--- config.mk ---
export PLATFORM = sky130hd
export DESIGN_NAME = p3fs_port
export DESIGN_NICKNAME = d
export VERILOG_FILES = /design/src/p3fs_port.v
export VERILOG_INCLUDE_DIRS = /design/src
export SDC_FILE = /design/constraint.sdc
export NUM_CORES = 1
export LEC_CHECK = 0
export BUFFER_PORTS_ARGS = -buffer_cell sky130_fd_sc_hd__buf_2
export CAP_MARGIN = 25
export CELL_PAD_IN_SITES_DETAIL_PLACEMENT = 0
export CELL_PAD_IN_SITES_GLOBAL_PLACEMENT = 2
export CORE_ASPECT_RATIO = 1.1
export CORE_UTILIZATION = 34
export CTS_CLUSTER_SIZE = 20
export DETAILED_ROUTE_END_ITERATION = 10
export MAX_ROUTING_LAYER = met4
export PLACE_DENSITY_LB_ADDON = 0.25
export SETUP_SLACK_MARGIN = 0.05
export SLEW_MARGIN = 0
export SYNTH_ARGS = -nofsm -noshare
export SYNTH_HDL_FRONTEND = slang
export SYNTH_SLANG_ARGS = --single-unit
export TNS_END_PERCENT = 5
--- constraint.sdc ---
create_clock -name ref_clk_i -period 8.1 [get_ports ref_clk_i]
set_input_delay 0 -clock ref_clk_i [delete_from_list [all_inputs] [get_ports ref_clk_i]]
set_output_delay 0 -clock ref_clk_i [all_outputs]
set_load 0.02 [all_outputs]
--- src/p3fs_regs.vh ---
// Register map, field codes and reset values of the port function select block
`ifndef P3FS_REGS_VH
`define P3FS_REGS_VH

`define P3FS_ADDR_W         16
`define P3FS_OFS_DATA       16'hF220
`define P3FS_OFS_DIR        16'hF224
`define P3FS_OFS_CTRL       16'hF228
`define P3FS_OFS_MODE       16'hF22C

`define P3FS_RST_DATA       8'h00
`define P3FS_RST_DIR        8'h00
`define P3FS_RST_CTRL       16'h0000
`define P3FS_RST_MODE       16'h0000

`define P3FS_HI_BYTE_LSB    8
`define P3FS_DIR_OUT        1'b0
`define P3FS_DIR_IN         1'b1

`define P3FS_FN_IO          2'h0
`define P3FS_FN_SECOND      2'h1
`define P3FS_FN_THIRD       2'h2
`define P3FS_FN_FOURTH      2'h3

`define P3FS_DRV_HIZ        2'h0
`define P3FS_DRV_POD        2'h1
`define P3FS_DRV_NOD        2'h2
`define P3FS_DRV_CMOS       2'h3

`define P3FS_IDLE_LEVEL     1'b1

`endif

--- src/p3fs_port.v ---
// Eight-pin port with per-pin function select, drive control and APB registers
//
// Decided for this implementation: the APB slave port.
`timescale 1ns/1ps
`default_nettype none
`include "p3fs_regs.vh"

module p3fs_port (
  input  wire        ref_clk_i,
  input  wire        reset_i,
  input  wire        psel_i,
  input  wire        penable_i,
  input  wire        pwrite_i,
  input  wire [15:0] paddr_i,
  input  wire [31:0] pwdata_i,
  input  wire [3:0]  pstrb_i,
  output wire        pready_o,
  output reg  [31:0] prdata_o,
  output reg         pslverr_o,
  input  wire [7:0]  pin_in_i,
  output wire [7:0]  pin_out_o,
  output wire [7:0]  pin_oe_o,
  output wire [7:0]  pull_up_o,
  output wire [7:0]  pull_down_o,
  input  wire        i2c0_sda_low_i,
  input  wire        i2c0_scl_low_i,
  input  wire        i2c1_sda_low_i,
  input  wire        i2c1_scl_low_i,
  input  wire        serial_data_out_i,
  input  wire        serial_clock_out_i,
  input  wire        serial_clock_oe_i,
  input  wire        uart_transmit_i,
  input  wire        buzzer_output_i,
  input  wire        function_timer_out_ch4_i,
  input  wire        function_timer_out_ch5_i,
  input  wire        function_timer_out_ch6_i,
  input  wire        function_timer_out_ch7_i,
  input  wire        fifo_serial_data_out_i,
  input  wire        fifo_serial_clock_out_i,
  input  wire        fifo_serial_clock_oe_i,
  input  wire        fifo_serial_chip_select_out_i,
  input  wire        fifo_serial_chip_select_oe_i,
  input  wire        fifo_uart_transmit_i,
  output wire        i2c0_sda_in_o,
  output wire        i2c0_scl_in_o,
  output wire        i2c1_sda_in_o,
  output wire        i2c1_scl_in_o,
  output wire        serial_data_in_o,
  output wire        serial_clock_in_o,
  output wire        uart_receive_o,
  output wire        fifo_serial_data_in_o,
  output wire        fifo_serial_clock_in_o,
  output wire        fifo_serial_chip_select_in_o,
  output wire        fifo_uart_receive_o,
  output wire [7:0]  external_irq_in_o
);

  reg  [7:0]  pin_data_ff;
  reg  [7:0]  pin_direction_ff;
  reg  [15:0] drive_control_ff;
  reg  [15:0] pin_function_select_ff;
  reg  [7:0]  pin_level_ff;
  reg  [7:0]  pin_out_ff;
  reg  [7:0]  pin_oe_ff;
  reg  [7:0]  pull_up_ff;
  reg  [7:0]  pull_down_ff;
  reg  [7:0]  nxt_pin_out;
  reg  [7:0]  nxt_pin_oe;
  reg  [7:0]  nxt_pull_up;
  reg  [7:0]  nxt_pull_down;
  reg  [7:0]  fn_val;
  reg  [7:0]  fn_en;
  reg  [1:0]  fn_code [0:7];
  reg  [1:0]  drv_code [0:7];
  reg  [31:0] rd_mux;
  reg         addr_hit;
  // Separate loop indices, one per combinational process
  integer     i;
  integer     j;

  wire access   = psel_i & penable_i;
  wire wr_acc   = access & pwrite_i;
  wire hit_data = (paddr_i == `P3FS_OFS_DATA);
  wire hit_dir  = (paddr_i == `P3FS_OFS_DIR);
  wire hit_ctrl = (paddr_i == `P3FS_OFS_CTRL);
  wire hit_mode = (paddr_i == `P3FS_OFS_MODE);

  // Zero wait states: every access completes in its first access cycle
  assign pready_o = 1'b1;

  // Register writes; byte lanes let each half be written alone
  // Lanes 2 and 3 are ignored; no register is wider than 16 bits
  always @(posedge ref_clk_i or posedge reset_i) begin
    if (reset_i) begin
      pin_data_ff            <= `P3FS_RST_DATA;
      pin_direction_ff       <= `P3FS_RST_DIR;
      drive_control_ff       <= `P3FS_RST_CTRL;
      pin_function_select_ff <= `P3FS_RST_MODE;
    end else if (wr_acc) begin
      if (hit_data && pstrb_i[0]) begin
        pin_data_ff <= pwdata_i[7:0];
      end
      if (hit_dir && pstrb_i[0]) begin
        pin_direction_ff <= pwdata_i[7:0];
      end
      if (hit_ctrl && pstrb_i[0]) begin
        drive_control_ff[7:0] <= pwdata_i[7:0];
      end
      if (hit_ctrl && pstrb_i[1]) begin
        drive_control_ff[15:8] <= pwdata_i[15:8];
      end
      if (hit_mode && pstrb_i[0]) begin
        pin_function_select_ff[7:0] <= pwdata_i[7:0];
      end
      if (hit_mode && pstrb_i[1]) begin
        pin_function_select_ff[15:8] <= pwdata_i[15:8];
      end
    end
  end

  // Read mux; input-direction bits show the sampled pin level
  always @* begin
    rd_mux   = 32'h0000_0000;
    addr_hit = 1'b1;
    case (1'b1)
      hit_data: rd_mux[7:0] = (pin_level_ff & pin_direction_ff)
                             | (pin_data_ff & ~pin_direction_ff);
      hit_dir:  rd_mux[7:0] = pin_direction_ff;
      hit_ctrl: rd_mux[15:0] = drive_control_ff;
      hit_mode: rd_mux[15:0] = pin_function_select_ff;
      default:  addr_hit = 1'b0;
    endcase
  end

  // Read data and error are flopped in the setup cycle, valid in access
  always @(posedge ref_clk_i or posedge reset_i) begin
    if (reset_i) begin
      prdata_o  <= 32'h0000_0000;
      pslverr_o <= 1'b0;
    end else if (psel_i & ~penable_i) begin
      prdata_o  <= pwrite_i ? 32'h0000_0000 : rd_mux;
      pslverr_o <= ~addr_hit;
    end
  end

  // Pins are treated as synchronous; one stage only aligns reads
  always @(posedge ref_clk_i or posedge reset_i) begin
    if (reset_i) begin
      pin_level_ff <= 8'h00;
    end else begin
      pin_level_ff <= pin_in_i;
    end
  end

  // Split codes: low bit at index, high bit at index plus eight
  always @* begin
    for (j = 0; j < 8; j = j + 1) begin
      fn_code[j]  = {pin_function_select_ff[j + `P3FS_HI_BYTE_LSB],
                     pin_function_select_ff[j]};
      drv_code[j] = {drive_control_ff[j + `P3FS_HI_BYTE_LSB],
                     drive_control_ff[j]};
    end
  end

  // Output value and enable of the selected function, per pin.
  // Prohibited codes give value 0 with enable, so the drive stage
  // floats or pulls low depending on drive type.
  // Input-only functions clear the enable so the pad never fights.
  always @* begin
    fn_val = pin_data_ff;
    fn_en  = 8'hFF;
    case (fn_code[0])
      `P3FS_FN_SECOND: fn_val[0] = ~i2c0_sda_low_i;
      `P3FS_FN_THIRD:  fn_val[0] = serial_data_out_i;
      `P3FS_FN_FOURTH: fn_en[0]  = 1'b0;
      default:         fn_val[0] = pin_data_ff[0];
    endcase
    case (fn_code[1])
      `P3FS_FN_SECOND: fn_val[1] = ~i2c0_scl_low_i;
      `P3FS_FN_THIRD:  fn_en[1]  = 1'b0;
      `P3FS_FN_FOURTH: fn_val[1] = uart_transmit_i;
      default:         fn_val[1] = pin_data_ff[1];
    endcase
    case (fn_code[2])
      `P3FS_FN_SECOND: fn_val[2] = 1'b0;
      `P3FS_FN_THIRD: begin
        fn_val[2] = serial_clock_out_i;
        fn_en[2]  = serial_clock_oe_i;
      end
      `P3FS_FN_FOURTH: fn_val[2] = function_timer_out_ch4_i;
      default:         fn_val[2] = pin_data_ff[2];
    endcase
    case (fn_code[3])
      `P3FS_FN_SECOND: fn_val[3] = buzzer_output_i;
      `P3FS_FN_THIRD:  fn_val[3] = 1'b0;
      `P3FS_FN_FOURTH: fn_val[3] = function_timer_out_ch5_i;
      default:         fn_val[3] = pin_data_ff[3];
    endcase
    case (fn_code[4])
      `P3FS_FN_SECOND: fn_val[4] = ~i2c1_sda_low_i;
      `P3FS_FN_THIRD:  fn_val[4] = fifo_serial_data_out_i;
      `P3FS_FN_FOURTH: fn_en[4]  = 1'b0;
      default:         fn_val[4] = pin_data_ff[4];
    endcase
    case (fn_code[5])
      `P3FS_FN_SECOND: fn_val[5] = ~i2c1_scl_low_i;
      `P3FS_FN_THIRD:  fn_en[5]  = 1'b0;
      `P3FS_FN_FOURTH: fn_val[5] = fifo_uart_transmit_i;
      default:         fn_val[5] = pin_data_ff[5];
    endcase
    case (fn_code[6])
      `P3FS_FN_SECOND: fn_val[6] = 1'b0;
      `P3FS_FN_THIRD: begin
        fn_val[6] = fifo_serial_clock_out_i;
        fn_en[6]  = fifo_serial_clock_oe_i;
      end
      `P3FS_FN_FOURTH: fn_val[6] = function_timer_out_ch6_i;
      default:         fn_val[6] = pin_data_ff[6];
    endcase
    case (fn_code[7])
      `P3FS_FN_SECOND: fn_val[7] = 1'b0;
      `P3FS_FN_THIRD: begin
        fn_val[7] = fifo_serial_chip_select_out_i;
        fn_en[7]  = fifo_serial_chip_select_oe_i;
      end
      `P3FS_FN_FOURTH: fn_val[7] = function_timer_out_ch7_i;
      default:         fn_val[7] = pin_data_ff[7];
    endcase
  end

  // Drive stage: direction then drive type, per pin
  // Pulls only in input direction, so a pin never pulls while driving
  always @* begin
    nxt_pin_out   = 8'h00;
    nxt_pin_oe    = 8'h00;
    nxt_pull_up   = 8'h00;
    nxt_pull_down = 8'h00;
    for (i = 0; i < 8; i = i + 1) begin
      if (pin_direction_ff[i] == `P3FS_DIR_OUT) begin
        case (drv_code[i])
          `P3FS_DRV_POD: begin
            nxt_pin_out[i] = 1'b1;
            nxt_pin_oe[i]  = fn_en[i] & fn_val[i];
          end
          `P3FS_DRV_NOD: begin
            nxt_pin_out[i] = 1'b0;
            nxt_pin_oe[i]  = fn_en[i] & ~fn_val[i];
          end
          `P3FS_DRV_CMOS: begin
            nxt_pin_out[i] = fn_val[i];
            nxt_pin_oe[i]  = fn_en[i];
          end
          default: begin
            nxt_pin_out[i] = 1'b0;
            nxt_pin_oe[i]  = 1'b0;
          end
        endcase
      end else begin
        nxt_pull_down[i] = (drv_code[i] == `P3FS_DRV_POD);
        nxt_pull_up[i]   = (drv_code[i] == `P3FS_DRV_NOD);
      end
    end
  end

  // Pin controls leave flip-flops so pads see no decode glitches
  always @(posedge ref_clk_i or posedge reset_i) begin
    if (reset_i) begin
      pin_out_ff   <= 8'h00;
      pin_oe_ff    <= 8'h00;
      pull_up_ff   <= 8'h00;
      pull_down_ff <= 8'h00;
    end else begin
      pin_out_ff   <= nxt_pin_out;
      pin_oe_ff    <= nxt_pin_oe;
      pull_up_ff   <= nxt_pull_up;
      pull_down_ff <= nxt_pull_down;
    end
  end

  assign pin_out_o   = pin_out_ff;
  assign pin_oe_o    = pin_oe_ff;
  assign pull_up_o   = pull_up_ff;
  assign pull_down_o = pull_down_ff;

  // Unselected peripheral inputs idle high, the serial bus rest level
  // A deselected function sees no edges from its pin
  assign i2c0_sda_in_o = (fn_code[0] == `P3FS_FN_SECOND) ?
                         pin_level_ff[0] : `P3FS_IDLE_LEVEL;
  assign uart_receive_o = (fn_code[0] == `P3FS_FN_FOURTH) ?
                          pin_level_ff[0] : `P3FS_IDLE_LEVEL;
  assign i2c0_scl_in_o = (fn_code[1] == `P3FS_FN_SECOND) ?
                         pin_level_ff[1] : `P3FS_IDLE_LEVEL;
  assign serial_data_in_o = (fn_code[1] == `P3FS_FN_THIRD) ?
                            pin_level_ff[1] : `P3FS_IDLE_LEVEL;
  assign serial_clock_in_o = (fn_code[2] == `P3FS_FN_THIRD) ?
                             pin_level_ff[2] : `P3FS_IDLE_LEVEL;
  assign i2c1_sda_in_o = (fn_code[4] == `P3FS_FN_SECOND) ?
                         pin_level_ff[4] : `P3FS_IDLE_LEVEL;
  assign fifo_uart_receive_o = (fn_code[4] == `P3FS_FN_FOURTH) ?
                               pin_level_ff[4] : `P3FS_IDLE_LEVEL;
  assign i2c1_scl_in_o = (fn_code[5] == `P3FS_FN_SECOND) ?
                         pin_level_ff[5] : `P3FS_IDLE_LEVEL;
  assign fifo_serial_data_in_o = (fn_code[5] == `P3FS_FN_THIRD) ?
                                 pin_level_ff[5] : `P3FS_IDLE_LEVEL;
  assign fifo_serial_clock_in_o = (fn_code[6] == `P3FS_FN_THIRD) ?
                                  pin_level_ff[6] : `P3FS_IDLE_LEVEL;
  assign fifo_serial_chip_select_in_o = (fn_code[7] == `P3FS_FN_THIRD) ?
                                        pin_level_ff[7] : `P3FS_IDLE_LEVEL;

  // Interrupt sense only in I/O function with input direction
  genvar g;
  generate
    for (g = 0; g < 8; g = g + 1) begin : g_irq
      assign external_irq_in_o[g] = (fn_code[g] == `P3FS_FN_IO) &
                                    (pin_direction_ff[g] == `P3FS_DIR_IN) &
                                    pin_level_ff[g];
    end
  endgenerate

endmodule
`default_nettype wire

==> qor.txt, run 1 <==
Outcome -> complete, no violations
Setup TNS -> 0 ns
Non-Filler Cell Area, Final -> 6771 um^2
Finish-stage setup viols -> 0
# port buffers -> 133
Avg WL per Cell -> 17.24 um
Hold path start -> function_timer_out_ch5_i
Initial core utilization -> 0.3468
CTS buffer count -> 9
Slowest-stage cell, CP -> and2_0
Maximum clock rate -> 0.3521 GHz
Crit-path max cell delay -> 0.64 ns
Largest net degree at the start of global routing -> 58
RSZ-0062 raised after global routing -> no
Num rows -> 48
Die Span Y -> 134.4 um
Layout cells sized above 1 -> 0.3170
WS Path Type -> input pin to flip-flop
Clock skew -> 0.003736 ns
Initial DRC Count -> 204
Detailed placer's ending HPWL -> 10130 um
Hold Slack -> 0.06875 ns
Hold/Removal Path Class -> input pin to flip-flop
DRC -> 0
Layout filler cell count -> 1532
IO Pins -> 169
Postcts setup bufs -> 0
Worst vdd ir -> 0.00008883 V
Worst R2R End -> pin_oe_o[0]
Critical Path AT -> 3.08 ns
Power Total -> 1.001 mW
Period utilization -> 0.3506
Drt via density -> 4.991
Placed cell area -> 6237 um^2
CP max FO -> 11
Mapped Avg Cell Area -> 11.07 um^2
Detail Route Antenna Nets -> 0
Htree depth -> 3
Placed Instances -> 812
Wire length after detailed routing -> 14710 um
DIE WIDTH -> 122.3 um
Synth Area in Adders -> 0.08318
Max cap viols -> 0
Final GP Congestion -> 0.7990
GR Util All Layers -> 0.1930
Worst path cell trace -> dlygate4sd3_1 -> buf_2 -> or4bb_1 -> nor2_1 -> buf_4 -> and2_0 -> mux2_2
DR vias -> 4257
Yosys warning count -> 0
Top_reg_cell synth -> dfrtp_1
PD cells -> 147.9 nW/um^2
CORE AREA -> 15620 um^2
R2R Setup Slk -> 6.59 ns
Post-synthesis xor/xnor area fraction -> 0
Crit end category -> flip-flop
Period minus WS final -> 2.840 ns
Largest family of logic cells by synthesized area -> simple AND/OR/NAND/NOR gates
Antenna violations before repair -> 0
Static leakage -> 3.383 nW
Largest registers -> drive_control_ff: 16 flops, pin_function_select_ff: 16 flops, prdata_o: 16 flops
Sinks on the clock net -> 105
Worst-margin pin slew -> 0.8900 ns
Async SR Flop Fraction -> 1.000
Area of the die -> 16440 um^2
Vias in the first global route -> 4223
Clock Latency Late Sink -> 0.35 ns
Synth Area in Simple Gates -> 0.1862
Startpoint Class -> input pin
Post-cts gate resize count -> 0
Number of synthesized flops with an enable pin -> 0
FF+latch count, synth -> 105
CTS tree -> yes
Final Hold Fails -> 0
Antenna cells -> 0
Grt ovf -> 0
CTS root buf -> clkbuf_16
Hold Path Sink -> pin_oe_o[3]
First-pass GRT wire length -> 22740 um
Final net count -> 770
Slew HR -> 0.4022
Mux cell area share after synthesis -> 0.1086
Synth cell types -> 51
Complex-gate fraction of the synthesized area -> 0.08711
Final slew viol count -> 0
R2r startpoint -> pin_function_select_ff[8]
Hold_buf cts -> 27
Synthesized cell area -> 5415 um^2
Area delta synth->final -> 25.05%
Hold Path Cell Cnt -> 5
Reg clk slew, reported paths -> 0.06 ns
Sequential fraction of the synthesis area -> 0.4852
FF-to-FF path depth -> 6
Post-Layout Cell Count -> 853
Critical Path RT -> 8.34 ns
Gate Count Post-Synth -> 489
Pre-Repair DR Iteration Count -> 4
Clock buffer depth -> 2
area by class of cell:
cell class,instances,area (um^2),area share
Inverter,21,81.33,0.01201
Multi-Input combinational cell,349,2582,0.3814
Sequential cell,105,2628,0.3880
Clock buffer,14,264.0,0.03899
Timing Repair Buffer,164,965.9,0.1426
Tap cell,200,250.2,0.03695
per-stage QoR:
| stage | setup slack [ns] | util |
|---|---|---|
| 3_5_place_dp | 5.492 | 0.3994 |
| 4_1_cts | 5.286 | 0.4337 |
| 3_3_place_gp | 5.550 | 0.3994 |
| 5_1_grt | 5.171 | 0.4337 |
| 6_report | 5.260 | 0.4337 |
| 2_1_floorplan | 5.339 | - |
cells in the final DEF (no fill, tap or decap), types with 9 or more instances in the layout:
| master | count |
|---|---|
| clkbuf_16 | 9 |
| nor2_1 | 18 |
| buf_2 | 133 |
| o21ai_0 | 21 |
| ha_1 | 36 |
| dlygate4sd3_1 | 27 |
| a22oi_1 | 9 |
| mux2_2 | 38 |
| nor3_1 | 12 |
| nand2_1 | 36 |
| a21oi_1 | 13 |
| and2_1 | 14 |
| nand2b_1 | 20 |
| a211oi_1 | 9 |
| dfrtp_1 | 105 |
| conb_1 | 17 |
| nand3_1 | 18 |
| inv_1 | 20 |
worst max-delay path by stage:
stage                           start                   to  cells after the start
final                     paddr_i[11]  drive_control_ff[3]                      7
after CTS                 paddr_i[11]  drive_control_ff[3]                      7
after global routing      paddr_i[11]  drive_control_ff[3]                      7
after global placement    paddr_i[11]  drive_control_ff[3]                      6
after floorplan               reset_i  drive_control_ff[0]                      1
after detailed placement  paddr_i[11]  drive_control_ff[3]                      6
cell families (layout without fill, tap and decap cells):
group | count (synthesis) | after routing
adders and majority gates | 36 | 36
other | 2 | 17
and+or+nand+nor | 172 | 172
muxes | 50 | 50
buffers and inverters | 50 | 199
AOI/OAI and AO/OA | 74 | 74
DFF | 105 | 105
where the power goes:
group	internal [mW]	switching (mW)	leakage (nW)	total, mW
logic	0.0260	0.0396	1.88	0.0656
registers	0.527	0.00213	1.37	0.529
clock network	0.222	0.184	0.129	0.407
total	0.775	0.226	3.38	1.00
Yosys cell counts (6+ instances only):
library cell  instances  area [um^2]
nor3b_1               8        60.06
mux2_2               38        427.9
nand4_1               6        37.54
clkbuf_1              8        30.03
ha_1                 36        450.4
a22oi_1               9        67.56
nor3_1               12        60.06
and2_1               14        87.58
nand3_1              18        90.09
buf_4                17        127.6
nor2_1               18        67.56
o21ai_0              21        105.1
o31ai_1               8        60.06
nand2_1              36        135.1
nand2b_1             20        125.1
dfrtp_1             105         2628
a21oi_1              13        65.06
inv_1                21        78.83
nand4b_1              7        61.31
nor2b_1               6        37.54
mux2_4                8        120.1
a211oi_1              9        67.56
worst max-delay path, delay by kind of cell:
kind	cells	cell delay [ns]
mux	1	0.40
buf+inv	3	1.02
simple gates	3	1.64
layer usage:
layer / vias to the layer above / track usage / share of wire
li1: 2024 / - / -
met1: 2065 / 0.2509 / 0.44
met2: 148 / 0.2940 / 0.47
met3: 20 / 0.03486 / 0.069
met4: 0 / 0.08062 / 0.020
met5: - / - / 0
No activity file was read; power rests on OpenSTA's default activity.
==> inputs of run 2 (changes only) <==
CORE_UTILIZATION = 29   (was 34)
clock period = 2.55 ns   (was 8.1 ns; I/O delays follow)
==> run 2 against run 1 <==
  * Sequential share of layout area is 0.89 points lower
  * Clock-buffer cell count shrank 3
  * Clock skew rose by 0.00083 ns
  * Register-to-register slack lost 5.6 ns
  * Critical endpoint is now prdata_o[0]
  * Largest cell class unchanged
  * Largest power group unchanged
==> qor.txt, run 2 (synthesis gave the netlist of run 1 again) <==
Maximum clock rate -> 0.5247 GHz
Hold Path Sink -> prdata_o[11]
Drt via density -> 4.639 (-7.0%)
Hold_buf cts -> 25 (-7.4%)
Multi-input gate area -> 2582 um^2 (unchanged)
Vias in the first global route -> 4315 (+2.2%)
Worst R2R End -> pin_oe_o[4]
R2r startpoint -> pin_function_select_ff[12]
FF-to-FF path depth -> 6 (unchanged)
Largest delay contributor family on the critical path -> simple AND/OR/NAND/NOR gates
Period minus WS final -> 1.906 ns
Final net count -> 780 (+1.3%)
Initial DRC Count -> 189 (-7.4%)
DRC -> 0 (unchanged)
Area of the die -> 19220 um^2 (+17%)
Setup TNS -> 0 ns (unchanged)
CORE AREA -> 18350 um^2 (+17%)
Static leakage -> 3.441 nW (+1.7%)
CTS buffer count -> 9 (unchanged)
Pre-Repair DR Iteration Count -> 4 (unchanged)
CP max FO -> 8 (-3)
Hold path start -> paddr_i[10]
Antenna violations before repair -> 0 (unchanged)
Wire length after detailed routing -> 15260 um (+3.7%)
Grt ovf -> 0 (unchanged)
# port buffers -> 133 (unchanged)
Final GP Congestion -> 0.7598 (-4.9%)
Post-cts gate resize count -> 0 (unchanged)
Slew HR -> 0.5275 (+0.1253)
IO Pins -> 169 (unchanged)
Avg WL per Cell -> 16.84 um (-2.3%)
Detailed placer's ending HPWL -> 10950 um (+8.0%)
Detail Route Antenna Nets -> 0 (unchanged)
Worst-margin pin slew -> 0.6993 ns (-0.1908 ns)
Critical Path AT -> 2.16 ns (-0.92 ns)
DIE WIDTH -> 132.3 um (+8.1%)
GR Util All Layers -> 0.1711 (-0.02191)
Worst setup margin -> 0.6440 ns (-4.616 ns)
Initial core utilization -> 0.2951 (-0.05165)
DR vias -> 4203 (-1.3%)
Layout filler cell count -> 1864 (+22%)
Num rows -> 52 (+8.3%)
Clock skew -> 0.004569 ns (+0.0008333 ns)
Largest net degree at the start of global routing -> 106 (+83%)
Max cap viols -> 0 (unchanged)
Period utilization -> 0.7474
Final Hold Fails -> 0 (unchanged)
Area delta synth->final -> 27.98%
Non-Filler Cell Area, Final -> 6930 um^2 (+2.3%)
Worst vdd ir -> 0.0003001 V (+240%)
Crit end category -> flip-flop
R2R Setup Slk -> 1.03 ns (-5.56 ns)
Clock Latency Late Sink -> 0.35 ns (about the same)
Postcts setup bufs -> 0 (unchanged)
Die Span Y -> 145.3 um (+8.2%)
RSZ-0062 raised after global routing -> no
Power Total -> 3.289 mW (+230%)
Sinks on the clock net -> 105 (unchanged)
PD cells -> 474.6 nW/um^2 (+220%)
CTS root buf -> clkbuf_16
Pre-CTS setup slack -> 0.2650 ns (-5.227 ns)
Startpoint Class -> input pin
Slowest-stage cell, CP -> or4_1
Largest registers -> drive_control_ff: 16 flops, pin_function_select_ff: 16 flops, prdata_o: 16 flops
Clock buffer depth -> 2 (unchanged)
Hold Path Cell Cnt -> 4 (-1)
Commonest cells after routing, fill and taps aside -> buf_2, dfrtp_1, mux2_2
Antenna cells -> 0 (unchanged)
Worst path buffer plus inverter count -> 1 (-2)
Finish-stage setup viols -> 0 (unchanged)
Final slew viol count -> 0 (unchanged)
Layout cells sized above 1 -> 0.3333 (+0.01633)
Reg clk slew, reported paths -> 0.07 ns (about the same)
Final Core Density -> 0.3777 (-0.05593)
WS Path Type -> input pin to flip-flop
First-pass GRT wire length -> 23980 um (+5.5%)
Outcome -> complete, no violations
Placed cell area -> 6395 um^2 (+2.5%)
Critical Path RT -> 2.81 ns (-5.53 ns)
Htree depth -> 3 (unchanged)
Commonest non-fill, non-tap cell in the layout -> buf_2
Worst path cell trace -> buf_2 -> or4b_4 -> or3_4 -> or4_1 -> o31ai_1
Crit-path max cell delay -> 0.73 ns (+0.09 ns)
FF+latch area -> 2628 um^2 (unchanged)
Hold/Removal Path Class -> input pin to flip-flop
CTS tree -> yes
[run 2: cell types whose count changed in the layout (fill, tap and decap cells not counted)]
| cell | before | now |
|---|---|---|
| buf_4 | 4 | 15 |
| clkbuf_1 | 3 | 1 |
| clkinvlp_4 | 0 | 2 |
| dlygate4sd3_1 | 27 | 25 |
| buf_12 | 0 | 1 |
| bufinv_16 | 0 | 1 |
| clkbuf_8 | 2 | 1 |
| clkinv_2 | 0 | 1 |
| inv_4 | 1 | 0 |
[run 2: layer usage]
| metal | vias to the layer above | track usage | part of all wire |
|---|---|---|---|
| met1 | 2032 | 0.2172 | 0.47 |
| met2 | 120 | 0.2698 | 0.46 |
| met3 | 26 | 0.02586 | 0.039 |
| met5 | - | - | 0 |
| met4 | 0 | 0.07644 | 0.028 |
| li1 | 2025 | - | - |
[run 2: power breakdown]
group | internal, mW | total (mW) | switching (mW) | leakage, nW
registers | 1.67 | 1.68 | 0.00732 | 1.37
clock network | 0.777 | 1.39 | 0.618 | 0.137
logic | 0.0850 | 0.214 | 0.129 | 1.93
total | 2.53 | 3.29 | 0.754 | 3.44
[run 2: worst max-delay path by stage]
stage | start | end | slack (ns) | cells past startpoint
2_1_floorplan | paddr_i[4] | pin_direction_ff[0] | 0.53 | 5
3_3_place_gp | paddr_i[4] | prdata_o[1] | 0.30 | 5
3_5_place_dp | paddr_i[4] | prdata_o[3] | 0.26 | 5
4_1_cts | paddr_i[4] | prdata_o[0] | 0.64 | 5
5_1_grt | paddr_i[4] | prdata_o[4] | 0.59 | 5
6_report | paddr_i[4] | prdata_o[0] | 0.64 | 5
[run 2: cell type report]
type,count,area share
Clock buffer,11,0.03502
Clock inverter,3,0.006138
Inverter,21,0.01192
Multi-Input combinational cell,349,0.3726
Sequential cell,105,0.3791
Tap cell,243,0.04387
Timing Repair Buffer,174,0.1513
[run 2: metrics by stage]
stage          std cells  hold WS (ns)
4_1_cts              906      0.003133
2_1_floorplan        504       0.03143
3_3_place_gp         867        0.1093
5_1_grt              906       0.04360
6_report             906       0.01658
3_5_place_dp         867        0.1105
[run 2: worst min-delay path: cells and delay by family]
family          cells  cell delay, ns
compound gates      1            0.07
buf+inv             1            0.08
simple gates        2            0.17
